<file path="config.mk">
export PLATFORM = sky130hd
export DESIGN_NAME = ccc_core
export DESIGN_NICKNAME = d
export VERILOG_FILES = /design/src/hw/ccc_pkg.sv /design/src/hw/ccc_core.sv
export SDC_FILE = /design/constraint.sdc
export NUM_CORES = 1
export LEC_CHECK = 0
export ABC_CLOCK_PERIOD_IN_PS = 3100
export BUFFER_PORTS_ARGS = -buffer_cell sky130_fd_sc_hd__clkbuf_2
export CAP_MARGIN = 20
export CORE_ASPECT_RATIO = 1.5
export CORE_MARGIN = 2
export CORE_UTILIZATION = 45
export CTS_CLUSTER_DIAMETER = 80
export DETAILED_ROUTE_END_ITERATION = 16
export PLACE_DENSITY = 0.65
export SKIP_CTS_REPAIR_TIMING = 1
export SLEW_MARGIN = 10
export SYNTH_ARGS = -nofsm -noshare
export SYNTH_HDL_FRONTEND = slang
export SYNTH_SLANG_ARGS = --single-unit
</file>
<file path="constraint.sdc">
create_clock -name pclk -period 3.1 [get_ports pclk]
set_clock_uncertainty 0.15 [all_clocks]
set_input_delay 0.465 -clock pclk [delete_from_list [all_inputs] [get_ports pclk]]
set_output_delay 0.465 -clock pclk [all_outputs]
set_load 0.1 [all_outputs]
</file>
<file path="src/hw/ccc_pkg.sv">
// constants and types for the converter configuration and calibration block
// assumes a single pclk domain; registers are reached over apb
`default_nettype none
package ccc_pkg;
	// register indices; byte address is four times the index
	localparam logic [7:0] IDX_SETUP = 8'h00;
	localparam logic [7:0] IDX_MUX   = 8'h01;
	localparam logic [7:0] IDX_ACR   = 8'h02;
	localparam logic [7:0] IDX_CURRENT_SOURCE_ONE = 8'h03;
	localparam logic [7:0] IDX_CURRENT_SOURCE_TWO = 8'h04;
	localparam logic [7:0] IDX_OFFSET_TRIM_CODE  = 8'h05;
	localparam logic [7:0] IDX_MDEC1 = 8'h09;
	localparam logic [7:0] IDX_CMD   = 8'h10;
	localparam logic [7:0] IDX_STAT  = 8'h11;
	localparam logic [7:0] IDX_DATA  = 8'h12;
	localparam int ADDR_W = 10;
	// field positions
	localparam int SETUP_ID     = 5;
	localparam int SETUP_SPEED  = 4;
	localparam int SETUP_REF_EN = 3;
	localparam int SETUP_REFERENCE_LEVEL_SELECT = 2;
	localparam int SETUP_BUF_EN = 1;
	localparam int MUX_POS      = 4;
	localparam int ACR_BOCS     = 7;
	localparam int ACR_RANGE2   = 5;
	localparam int ACR_RANGE1   = 3;
	localparam int OFFSET_TRIM_CODE_SIGN    = 7;
	localparam int MDEC1_RDY    = 7;
	localparam int MDEC1_SMODE  = 3;
	// reset values
	localparam logic [7:0] RST_SETUP = 8'h00;
	localparam logic [7:0] RST_MUX   = 8'h01;
	localparam logic [7:0] RST_ZERO  = 8'h00;
	localparam logic [7:0] MUX_DIODE = 8'hFF;
	// commands
	localparam logic [7:0] CMD_SELF_OFS  = 8'h01;
	localparam logic [7:0] CMD_SELF_GAIN = 8'h02;
	localparam logic [7:0] CMD_SELF_BOTH = 8'h03;
	localparam logic [7:0] CMD_SYS_OFS   = 8'h04;
	localparam logic [7:0] CMD_SYS_GAIN  = 8'h05;
	localparam logic [3:0] CAL_SINGLE = 4'h7;
	localparam logic [3:0] CAL_DOUBLE = 4'hE;
	// modulator division
	localparam int MOD_DIV_FAST = 128;
	localparam int MOD_DIV_SLOW = 256;
	localparam logic [7:0] HALF_FAST = 8'(MOD_DIV_FAST / 2 - 1);
	localparam logic [7:0] HALF_SLOW = 8'(MOD_DIV_SLOW / 2 - 1);
	// filter modes
	localparam logic [1:0] SMODE_AUTO = 2'h0;
	typedef enum logic [1:0] {
		FLT_FAST  = 2'h1,
		FLT_SINC2 = 2'h2,
		FLT_SINC3 = 2'h3
	} ccc_filt_e;
	typedef enum logic [1:0] {
		ST_RUN = 2'b01,
		ST_CAL = 2'b10
	} ccc_state_e;
endpackage : ccc_pkg
`default_nettype wire

</file>
<file path="src/hw/ccc_core.sv">
// register file, input routing, modulator divider and calibration sequencer
// assumes an apb master on pclk and an asynchronous buffer-enable pin
//
// The placing of the registers and register access over APB were left to the implementer.
`default_nettype none
//////////////////////////////////////////////////////////////////////////////
// Function
// - any input may be positive side, any other the negative side
// - selection all ones routes temperature diode, opens channels, biases it
// - burnout bit sources current on positive, sinks on negative input
// - input buffer enabled only when pin and control bit both set
// - two current outputs, each with code register and range field
// - current output off at range zero except source one in diode mode, else scaled by two to the range minus one
// - gain field decodes to power of two from one to maximum
// - offset trim is sign and seven bit magnitude
// - modulator clock is oscillator divided by 128, or 256 when speed set
// - reference on from enable bit, level from reference-high bit
// - self calibrations take seven data periods, combined fourteen
// - host applies zero or full scale; system calibration seven periods
// - ready output falls when any calibration finishes
// - filter mode fast, sinc2, sinc3 or automatic
// - automatic mode steps fast, sinc2, sinc3 after channel or gain change
// - ready falls on new result, rises once data register is read
module ccc_core #(
	parameter int DECIM   = 16,
	parameter logic [2:0] DEV_ID = 3'h5 // arbitrary value
) (
	input  wire logic                     pclk,
	input  wire logic                     presetn,
	input  wire logic                     psel,
	input  wire logic                     penable,
	input  wire logic                     pwrite,
	input  wire logic [ccc_pkg::ADDR_W-1:0] paddr,
	input  wire logic [31:0]              pwdata,
	output logic      [31:0]              prdata,
	output logic                          pready,
	output logic                          pslverr,
	input  wire logic                     buffer_pin,
	output logic      [7:0]               chan_pos_en,
	output logic      [7:0]               chan_neg_en,
	output logic                          diode_route,
	output logic      [7:0]               burnout_src,
	output logic      [7:0]               burnout_sink,
	output logic                          buf_active,
	output logic      [7:0]               current_source_one,
	output logic      [7:0]               current_source_two,
	output logic      [2:0]               current_source_one_scale,
	output logic      [2:0]               current_source_two_scale,
	output logic      [7:0]               gain_sel,
	output logic                          offset_sign,
	output logic      [6:0]               offset_mag,
	output logic                          modulator_clock,
	output logic                          ref_on,
	output logic                          reference_level_select,
	output logic      [1:0]               filter_active,
	output logic                          cal_active,
	output logic                          result_ready_n
);
	import ccc_pkg::*;

	function automatic logic [2:0] range_scale(input logic [1:0] r);
		range_scale = (r == 2'h0) ? 3'h0 : 3'(3'h1 << (r - 2'h1));
	endfunction

	function automatic logic [7:0] one_hot8(input logic [2:0] n);
		one_hot8 = 8'(8'h01 << n);
	endfunction

	//////////////////////////////////////////////////////////////////////////
	logic [7:0] setup_ff, nxt_setup, mux_ff, nxt_mux, acr_ff, nxt_acr;
	logic [7:0] current_source_one_ff, nxt_current_source_one, current_source_two_ff, nxt_current_source_two, offset_trim_code_ff, nxt_offset_trim_code;
	logic [1:0] smode_ff, nxt_smode;
	logic [31:0] prdata_ff, nxt_prdata;
	logic pready_ff, nxt_pready, pslverr_ff, nxt_pslverr;
	logic [7:0] div_ff, nxt_div;
	logic mclk_ff, nxt_mclk, spd_chg_ff, nxt_spd_chg;
	logic [15:0] dec_ff, nxt_dec;
	logic [3:0] cal_ff, nxt_cal;
	ccc_state_e st_ff, nxt_st;
	ccc_filt_e flt_ff, nxt_flt;
	logic rdy_n_ff, nxt_rdy_n;
	logic [15:0] res_ff, nxt_res;
	logic buf_s1_ff, buf_s2_ff;
	logic [7:0] pos_ff, neg_ff, bsrc_ff, bsnk_ff, gain_ff;
	logic [2:0] sc1_ff, sc2_ff;
	logic diode_ff, bufa_ff;
	logic [7:0] idx;
	logic wr, rd, mapped, tick_mod, tick_data;

	// apb decode: answer is prepared in setup and shown in the access cycle
	assign idx = paddr[ADDR_W-1:2];
	assign wr  = psel & penable & pready_ff & pwrite;
	assign rd  = psel & penable & pready_ff & ~pwrite;
	assign mapped = (idx inside {IDX_SETUP, IDX_MUX, IDX_ACR, IDX_CURRENT_SOURCE_ONE,
		IDX_CURRENT_SOURCE_TWO, IDX_OFFSET_TRIM_CODE, IDX_MDEC1, IDX_CMD, IDX_STAT, IDX_DATA})
		& (paddr[1:0] == 2'h0);
	assign tick_mod  = (div_ff == (setup_ff[SETUP_SPEED] ? HALF_SLOW
		: HALF_FAST)) & ~mclk_ff;
	assign tick_data = tick_mod & (dec_ff == 16'(DECIM - 1));

	//////////////////////////////////////////////////////////////////////////
	always_comb
	begin
		nxt_setup = setup_ff;
		nxt_mux   = mux_ff;
		nxt_acr   = acr_ff;
		nxt_current_source_one = current_source_one_ff;
		nxt_current_source_two = current_source_two_ff;
		nxt_offset_trim_code  = offset_trim_code_ff;
		nxt_smode = smode_ff;
		nxt_st    = st_ff;
		nxt_cal   = cal_ff;
		nxt_flt   = flt_ff;
		nxt_rdy_n = rdy_n_ff;
		nxt_res   = res_ff;
		nxt_pready  = psel & ~penable;
		nxt_pslverr = psel & ~penable & ~mapped;
		nxt_prdata  = 32'h0;
		if (psel & ~penable & ~pwrite)
		begin
			unique case (idx)
				IDX_SETUP: nxt_prdata = {24'h0, DEV_ID, setup_ff[4:0]};
				IDX_MUX:   nxt_prdata = {24'h0, mux_ff};
				IDX_ACR:   nxt_prdata = {24'h0, acr_ff};
				IDX_CURRENT_SOURCE_ONE: nxt_prdata = {24'h0, current_source_one_ff};
				IDX_CURRENT_SOURCE_TWO: nxt_prdata = {24'h0, current_source_two_ff};
				IDX_OFFSET_TRIM_CODE:  nxt_prdata = {24'h0, offset_trim_code_ff};
				IDX_MDEC1: nxt_prdata = {24'h0, rdy_n_ff, 2'h0, smode_ff, 3'h0};
				IDX_STAT:  nxt_prdata = {28'h0, flt_ff, cal_ff == 4'h0,
					st_ff == ST_CAL};
				IDX_DATA:  nxt_prdata = {16'h0, res_ff};
				default:   nxt_prdata = 32'h0;
			endcase
		end
		// modulator divider and decimation count
		nxt_div  = tick_mod | (div_ff == (setup_ff[SETUP_SPEED] ? HALF_SLOW
			: HALF_FAST)) ? 8'h0 : 8'(div_ff + 8'h1);
		nxt_mclk = (div_ff == (setup_ff[SETUP_SPEED] ? HALF_SLOW : HALF_FAST))
			? ~mclk_ff : mclk_ff;
		nxt_dec  = tick_data ? 16'h0 : (tick_mod ? 16'(dec_ff + 16'h1)
			: dec_ff);
		// results and filter progression
		if (tick_data & (st_ff == ST_RUN))
		begin
			nxt_res   = 16'(res_ff + 16'h1);
			nxt_rdy_n = 1'b0;
			if (flt_ff == FLT_FAST)
				nxt_flt = FLT_SINC2;
			else
				nxt_flt = FLT_SINC3;
		end
		else if (rd & (idx == IDX_DATA))
			nxt_rdy_n = 1'b1;
		// calibration sequencer
		unique case (st_ff)
			ST_RUN:
				if (wr & (idx == IDX_CMD))
				begin
					if (pwdata[7:0] inside {CMD_SELF_OFS, CMD_SELF_GAIN,
						CMD_SELF_BOTH, CMD_SYS_OFS, CMD_SYS_GAIN})
					begin
						// refused codes must not load the period count
						nxt_cal = (pwdata[7:0] == CMD_SELF_BOTH) ? CAL_DOUBLE
							: CAL_SINGLE;
						nxt_st    = ST_CAL;
						nxt_rdy_n = 1'b1;
					end
				end
			ST_CAL:
				if (tick_data)
				begin
					nxt_cal = 4'(cal_ff - 4'h1);
					if (cal_ff == 4'h1)
					begin
						nxt_st    = ST_RUN;
						nxt_rdy_n = 1'b0;
					end
				end
		endcase
		// register writes; a real change of channel or gain restarts filter
		if (wr)
		begin
			unique case (idx)
				IDX_SETUP: nxt_setup = pwdata[7:0];
				IDX_MUX:   nxt_mux   = pwdata[7:0];
				IDX_ACR:   nxt_acr   = pwdata[7:0];
				IDX_CURRENT_SOURCE_ONE: nxt_current_source_one = pwdata[7:0];
				IDX_CURRENT_SOURCE_TWO: nxt_current_source_two = pwdata[7:0];
				IDX_OFFSET_TRIM_CODE:  nxt_offset_trim_code  = pwdata[7:0];
				IDX_MDEC1: nxt_smode = pwdata[MDEC1_SMODE +: 2];
				default:   nxt_setup = setup_ff;
			endcase
			if (((idx == IDX_MUX) & (pwdata[7:0] != mux_ff)) |
				((idx == IDX_ACR) & (pwdata[2:0] != acr_ff[2:0])))
				nxt_flt = FLT_FAST;
		end
		// fixed modes override the automatic stepping
		if (smode_ff != SMODE_AUTO)
			nxt_flt = ccc_filt_e'(smode_ff);
		// speed change since the last rise; that half period is irregular
		nxt_spd_chg = (nxt_mclk & ~mclk_ff) ? 1'b0 : (spd_chg_ff |
			(nxt_setup[SETUP_SPEED] != setup_ff[SETUP_SPEED]));
	end

	//////////////////////////////////////////////////////////////////////////
	always_ff @(posedge pclk or negedge presetn)
	begin
		if (!presetn)
		begin
			setup_ff   <= RST_SETUP;
			mux_ff     <= RST_MUX;
			acr_ff     <= RST_ZERO;
			current_source_one_ff   <= RST_ZERO;
			current_source_two_ff   <= RST_ZERO;
			offset_trim_code_ff    <= RST_ZERO;
			smode_ff   <= SMODE_AUTO;
			prdata_ff  <= 32'h0;
			pready_ff  <= 1'b0;
			pslverr_ff <= 1'b0;
			div_ff     <= 8'h0;
			mclk_ff    <= 1'b0;
			spd_chg_ff <= 1'b0;
			dec_ff     <= 16'h0;
			cal_ff     <= 4'h0;
			st_ff      <= ST_RUN;
			flt_ff     <= FLT_FAST;
			rdy_n_ff   <= 1'b1;
			res_ff     <= 16'h0;
			buf_s1_ff  <= 1'b0;
			buf_s2_ff  <= 1'b0;
		end
		else
		begin
			setup_ff   <= nxt_setup;
			mux_ff     <= nxt_mux;
			acr_ff     <= nxt_acr;
			current_source_one_ff   <= nxt_current_source_one;
			current_source_two_ff   <= nxt_current_source_two;
			offset_trim_code_ff    <= nxt_offset_trim_code;
			smode_ff   <= nxt_smode;
			prdata_ff  <= nxt_prdata;
			pready_ff  <= nxt_pready;
			pslverr_ff <= nxt_pslverr;
			div_ff     <= nxt_div;
			mclk_ff    <= nxt_mclk;
			spd_chg_ff <= nxt_spd_chg;
			dec_ff     <= nxt_dec;
			cal_ff     <= nxt_cal;
			st_ff      <= nxt_st;
			flt_ff     <= nxt_flt;
			rdy_n_ff   <= nxt_rdy_n;
			res_ff     <= nxt_res;
			buf_s1_ff  <= buffer_pin;
			buf_s2_ff  <= buf_s1_ff;
		end
	end

	//////////////////////////////////////////////////////////////////////////
	// routing outputs, registered one cycle after the settings
	always_ff @(posedge pclk or negedge presetn)
	begin
		if (!presetn)
		begin
			pos_ff   <= 8'h0;
			neg_ff   <= 8'h0;
			bsrc_ff  <= 8'h0;
			bsnk_ff  <= 8'h0;
			diode_ff <= 1'b0;
			bufa_ff  <= 1'b0;
			sc1_ff   <= 3'h0;
			sc2_ff   <= 3'h0;
			gain_ff  <= 8'h01;
		end
		else
		begin
			diode_ff <= (mux_ff == MUX_DIODE);
			// diode mode leaves every external channel open
			pos_ff   <= (mux_ff == MUX_DIODE) ? 8'h0
				: one_hot8(mux_ff[MUX_POS +: 3]);
			neg_ff   <= (mux_ff == MUX_DIODE) ? 8'h0
				: one_hot8(mux_ff[2:0]);
			bsrc_ff  <= (acr_ff[ACR_BOCS] & (mux_ff != MUX_DIODE))
				? one_hot8(mux_ff[MUX_POS +: 3]) : 8'h0;
			bsnk_ff  <= (acr_ff[ACR_BOCS] & (mux_ff != MUX_DIODE))
				? one_hot8(mux_ff[2:0]) : 8'h0;
			bufa_ff  <= buf_s2_ff & setup_ff[SETUP_BUF_EN];
			// in diode mode the first source must bias the diode
			sc1_ff   <= ((mux_ff == MUX_DIODE) & (acr_ff[ACR_RANGE1 +: 2]
				== 2'h0)) ? 3'h1 : range_scale(acr_ff[ACR_RANGE1 +: 2]);
			sc2_ff   <= range_scale(acr_ff[ACR_RANGE2 +: 2]);
			gain_ff  <= one_hot8(acr_ff[2:0]);
		end
	end

	assign prdata  = prdata_ff;
	assign pready  = pready_ff;
	assign pslverr = pslverr_ff;
	assign chan_pos_en  = pos_ff;
	assign chan_neg_en  = neg_ff;
	assign diode_route  = diode_ff;
	assign burnout_src  = bsrc_ff;
	assign burnout_sink = bsnk_ff;
	assign buf_active   = bufa_ff;
	assign current_source_one = current_source_one_ff;
	assign current_source_two = current_source_two_ff;
	assign current_source_one_scale  = sc1_ff;
	assign current_source_two_scale  = sc2_ff;
	assign gain_sel     = gain_ff;
	assign offset_sign  = offset_trim_code_ff[OFFSET_TRIM_CODE_SIGN];
	assign offset_mag   = offset_trim_code_ff[6:0];
	assign modulator_clock = mclk_ff;
	assign ref_on       = setup_ff[SETUP_REF_EN];
	assign reference_level_select = setup_ff[SETUP_REFERENCE_LEVEL_SELECT];
	assign filter_active = flt_ff;
	assign cal_active   = (st_ff == ST_CAL);
	assign result_ready_n = rdy_n_ff;
endmodule // ccc_core
`default_nettype wire

</file>
# --- Yosys cells after proc, flatten, opt, wreduce, memory -nomap -nowiden ---
# Cells that the tools add are included.
classes:
  div_mod_pow: 0
  bitwise_logic: 24
  muxes: 35
  n_lt_le_gt_ge: 0
  eq_ne: 28
  n_addsub: 6
  n_reduce_logical: 18
  shifts: 5
  n_mul: 0
ops:
  columns: ["cell", "count"]
  rows:
  - ["one-hot mux 16 bit (9 select lines)", 1]
  - ["two-way mux 8 bit", 5]
  - ["adder 16 x 1 -> 16 bit, second input constant", 2]
  - ["== test 8 x 2 -> 1 bit, second input constant", 4]
  - ["== test 8 x 3 -> 1 bit, second input constant", 4]
  - ["two-way mux 16 bit", 2]
  - ["two-way mux 32 bit", 1]
  - ["== test 8 x 5 -> 1 bit, second input constant", 3]
  - ["left shift 1 x 3 -> 8 bit, first input constant", 3]
  - ["bitwise AND 1 bit", 18]
  - ["== test 16 x 4 -> 1 bit, second input constant", 1]
  - ["== test 8 x 1 -> 1 bit, second input constant", 2]
  - ["two-way mux 2 bit", 8]
  - ["two-way mux 4 bit", 4]
  - ["AND reduction 2 bit", 7]
  - ["nonzero test 10 bit", 1]
  - ["two-way mux 3 bit", 3]
  - ["adder 8 x 1 -> 8 bit, second input constant", 1]
  - ["== test 8 x 4 -> 1 bit, second input constant", 1]
  - ["== test 8 x 7 -> 1 bit", 1]
  - ["== test 8 bit, second input constant", 1]
  - ["logical NOT 8 bit", 1]
  - ["!= test 2 x 1 -> 1 bit, second input constant", 4]
  - ["!= test 8 bit", 1]
  - ["other kinds (21)", 37]
totals:
  latch_bits: 0
  rom_bits: 0
  ram_bits: 0
  mem_count: 0
  word_cells: 145
  ff_bits: 181
  output_inout_bits: 113

# --- Longest topological paths before layout ---
depth:
  word_depth: 9
  mapped_depth: 7
  mapped_depth_nobuf: 6

# --- Worst setup path before layout ---
# No wires, ideal clock.
synth_timing:
  kind: "register to register"
  from: "reg mclk_ff, in the netlist modulator_clock"
  to: "reg res_ff[8]"
  stages_incl_launch_ff: 6
  n_path_buf: 0
  arrival_ns: 2.352
  setup_ns: 0.079
  slack_ns: 0.519
  t_required_ns: 2.871
  cell_sequence: "dfrtp_1 -> nand4b_1 -> nor4_2 -> nand2_4 -> nor4_4 -> xor2_1"
synth_via:
  elab_chain_cells: 4
synth_rtl:
  columns: ["item", "line_no", "source"]
  rows:
  - ["start, declared", "ccc_core.sv:76", "logic mclk_ff, nxt_mclk, spd_chg_ff, nxt_spd_chg;"]
  - ["start signal, assigned", "ccc_core.sv:245", "mclk_ff <= nxt_mclk;"]
  - ["inverter 1 bit", null, null]
  - ["bitwise AND 1 bit", "ccc_core.sv:98", ": HALF_FAST)) & ~mclk_ff;"]
  - ["bitwise AND 1 bit", "ccc_core.sv:99", "assign tick_data = tick_mod & (dec_ff == 16'(DECIM - 1));"]
  - ["bitwise AND 1 bit", "ccc_core.sv:143", "if (tick_data & (st_ff == ST_RUN))"]
  - ["end signal, assigned", "ccc_core.sv:252", "res_ff <= nxt_res;"]
  - ["end, declared", "ccc_core.sv:82", "logic [15:0] res_ff, nxt_res;"]
# No other way between the ends.
# A chain may end at the register's enable or synchronous reset.

# --- Final worst setup path ---
layout_timing:
  from: "reg st_ff[0]"
  to: "out cal_active"
layout_via:
  elab_chain_cells: 1
layout_rtl:
  columns: ["item", "line_no", "source"]
  rows:
  - ["start, declared", "ccc_core.sv:79", "ccc_state_e st_ff, nxt_st;"]
  - ["start signal, assigned", "ccc_core.sv:249", "st_ff <= nxt_st;"]
  - ["== test 2 bit", "ccc_core.sv:315", "assign cal_active = (st_ff == ST_CAL);"]
  - ["end, declared", "ccc_core.sv:56", "output logic cal_active,"]
# No other way between the ends.

==> key figures <==
Clock network
  • Max clock buf depth: 2
  • CTS tree: done
  • Root buf cell: clkbuf_16
  • Clk_lat worst skew: 0.42 ns
  • Clock slew at reported path FFs: 0.06 ns
  • Sink Count: 165
  • # H-tree levels: 4
  • Total CTS buffers: 17

Synthesis
  • Post-synth top flop: dfrtp_1
  • Synthesis-stage register bit count: 165
  • Seq/Total Area, Yosys: 56.2%
  • Synthesized area per cell: 11.5 sq um
  • YS warnings: 0
  • Syn Inst Count: 641
  • Post-synth EDFFs: 0
  • Ranking of synthesized cells by area: dfrtp_1, mux2_2, xor2_1, nor2_1, nor3_1
  • Yosys top cell by area: dfrtp_1
  • Asr flop ratio synth: 100%
  • Top cell type's share of synthesized area: 54.5%
  • Netlist Area Pre-Place: 7350 sq um
  • Distinct cells, synth: 65

Route
  • Final wirelength: 17.4 mm
  • Detail Route Antenna Nets: 0
  • Via Count: 5274
  • Drt initial violations: 193
  • DR DRC count: 0
  • DR pass1 iterations: 4
  • Post-detailed-route via-to-cell ratio: 5.35
  • WL/cell: 17.6 um

Cells and area
  • # fillers: 1441
  • Layout cells sized above 1: 30.3%
  • Commonest non-fill, non-tap cell in the layout: dfrtp_1
  • Area added between synthesis and finish: 19.0%
  • Final Net Count: 820
  • Diodes inserted: 0
  • Most frequent cells in the layout: dfrtp_1, clkbuf_2, nor2_1, mux2_2, nand2_1

Setup path
  • R2R setup slack: 0.68 ns
  • Crit Path Category: reg -> out
  • Slowest library cell on the worst path: dfstp_2
  • Crit-path leading delay family: buffers and inverters
  • Worst endpoint required time: 2.48 ns
  • Arr. time, crit path: 1.84 ns
  • CP peak stage delay: 0.53 ns
  • Worst Setup Start Kind: flop
  • Crit path buf inv count: 2
  • CP endpoint kind: primary output
  • Crit-path max FO: 9
  • Crit path cell chain: nand2b_1 > clkinv_1 > clkbuf_2

Job
  • Max_cap viols: 0

Die
  • # rows: 57
  • Core Box Area: 16100 sq um
  • # IOs: 161
  • Initial Util: 45.6%
  • Die H: 161 um
  • Die width: 108 um
  • Die area: 17400 sq um

GRT
  • Vias in the first global route: 5300
  • First-pass GRT wire length: 27.5 mm
  • Overall routing resource usage: 20.6%
  • Remaining global-route overflow: 0
  • Largest net degree at the start of global routing: 78
  • Initial antenna violation count: 0

Place
  • Gpl congestion: 0.896
  • Port bufs: 120
  • Post-DP HPWL: 12.8 mm

Timing
  • Max_slew headroom: 52.2%
  • Fin Setup TNS: 0 ns
  • F_max: 407 MHz
  • Fin. max-slew vios: 0
  • Final hold vios: 0
  • Slew @ Worst Pin: 0.717 ns
  • Setup violators final: 0
  • Fin crit share: 79.4%
  • RSZ-0062 raised after global routing: no
  • Min Tclk post-route: 2.46 ns

Pwr
  • Tot Pwr: 4.61 mW
  • Leakage power: 4.36 nW
  • P per Cell Area: 527 nW/um^2
  • VDD IR max: 0.331 mV

Status
  • Run status: completed

Worst hold path
  • Worst Hold Class: in -> reg
[Yosys cell counts, types with 8 or more instances]
master	instances
xnor2_1	14
mux2i_1	8
xor2_1	28
o21ai_0	9
clkbuf_1	20
nand2_1	44
nor2_1	58
dfrtp_1	160
inv_1	14
buf_4	16
and2_1	17
nor3_1	35
nand4_1	10
nor2b_1	11
nand3_1	18
a22oi_1	8
mux2_2	53
nand2b_1	8
[logic make-up (layout without fill, tap and decap cells)]
logic type      count (synthesis)  in the layout  synth area share (%)
simple gates                  249            249                  18.6
flops                         165            165                  56.2
mux                            61             61                  9.21
compound gates                 58             58                  5.85
buf+inv                        58            181                  3.85
xor+xnor                       42             42                  5.00
fa+ha+maj                       7              7                  1.16
other cells                     1             16                0.0510
[worst register-to-register path: stages (launching register included)]
cell	delay, ns
dfrtp_1	0.43
or4_4	0.60
nor4_1	0.43
and2_1	0.37
nand4_1	0.15
and2_1	0.18
[metal layers]
layer | wire, um | vias to the layer above | global-route usage, %
li1 | - | 2472 | -
met1 | 6640 | 2627 | 23.6
met2 | 9310 | 144 | 37.2
met3 | 872 | 31 | 3.94
met4 | 550 | 0 | 8.39
met5 | 0 | - | 0
[through the flow]
step	hold slack (ns)	cell area (sq um)	worst slack, ns	utilization (%)	std cells
floorplan	0.0194	7410	0.519	-	656
global placement	0.185	8150	0.575	50.6	951
detailed placement	0.186	8150	0.561	50.6	951
CTS	-0.0443	8730	0.604	54.2	983
global route	0.103	8750	0.509	54.3	985
finish	0.101	8750	0.640	54.3	985
[area by class of cell]
class                           count  area, sq um  area share, %
Clock inverter                     13          150           1.72
Clock buffer                       19          433           4.95
Inverter                           15         56.3          0.643
Tap cell                          206          258           2.94
Timing Repair Buffer              134          729           8.33
Sequential cell                   165         4140           47.2
Multi-Input combinational cell    433         2990           34.2
[where the power goes]
group	switching, mW	total, mW	internal [mW]
logic	0.253	0.312	0.0589
registers	0.0225	2.20	2.17
clock network	0.899	2.10	1.20
[worst paths after layout]
path / to / cells past startpoint / from
worst max-delay path: cal_active / 3 / st_ff[0]$_DFFE_PN1P_
worst min-delay path: pready$_DFF_PN0_ / 2 / penable
worst max register to register: st_ff[1]$_DFFE_PN0P_ / 5 / dec_ff[8]$_DFFE_PN0P_
worst min register to register: buf_s2_ff$_DFF_PN0_ / 0 / buf_s1_ff$_DFF_PN0_
max in group asynchronous: mux_ff[4]$_DFFE_PN0P_ / 3 / presetn
min in group asynchronous: current_source_one_scale[2]$_DFF_PN0_ / 2 / presetn
No activity file was read; power rests on OpenSTA's default activity.
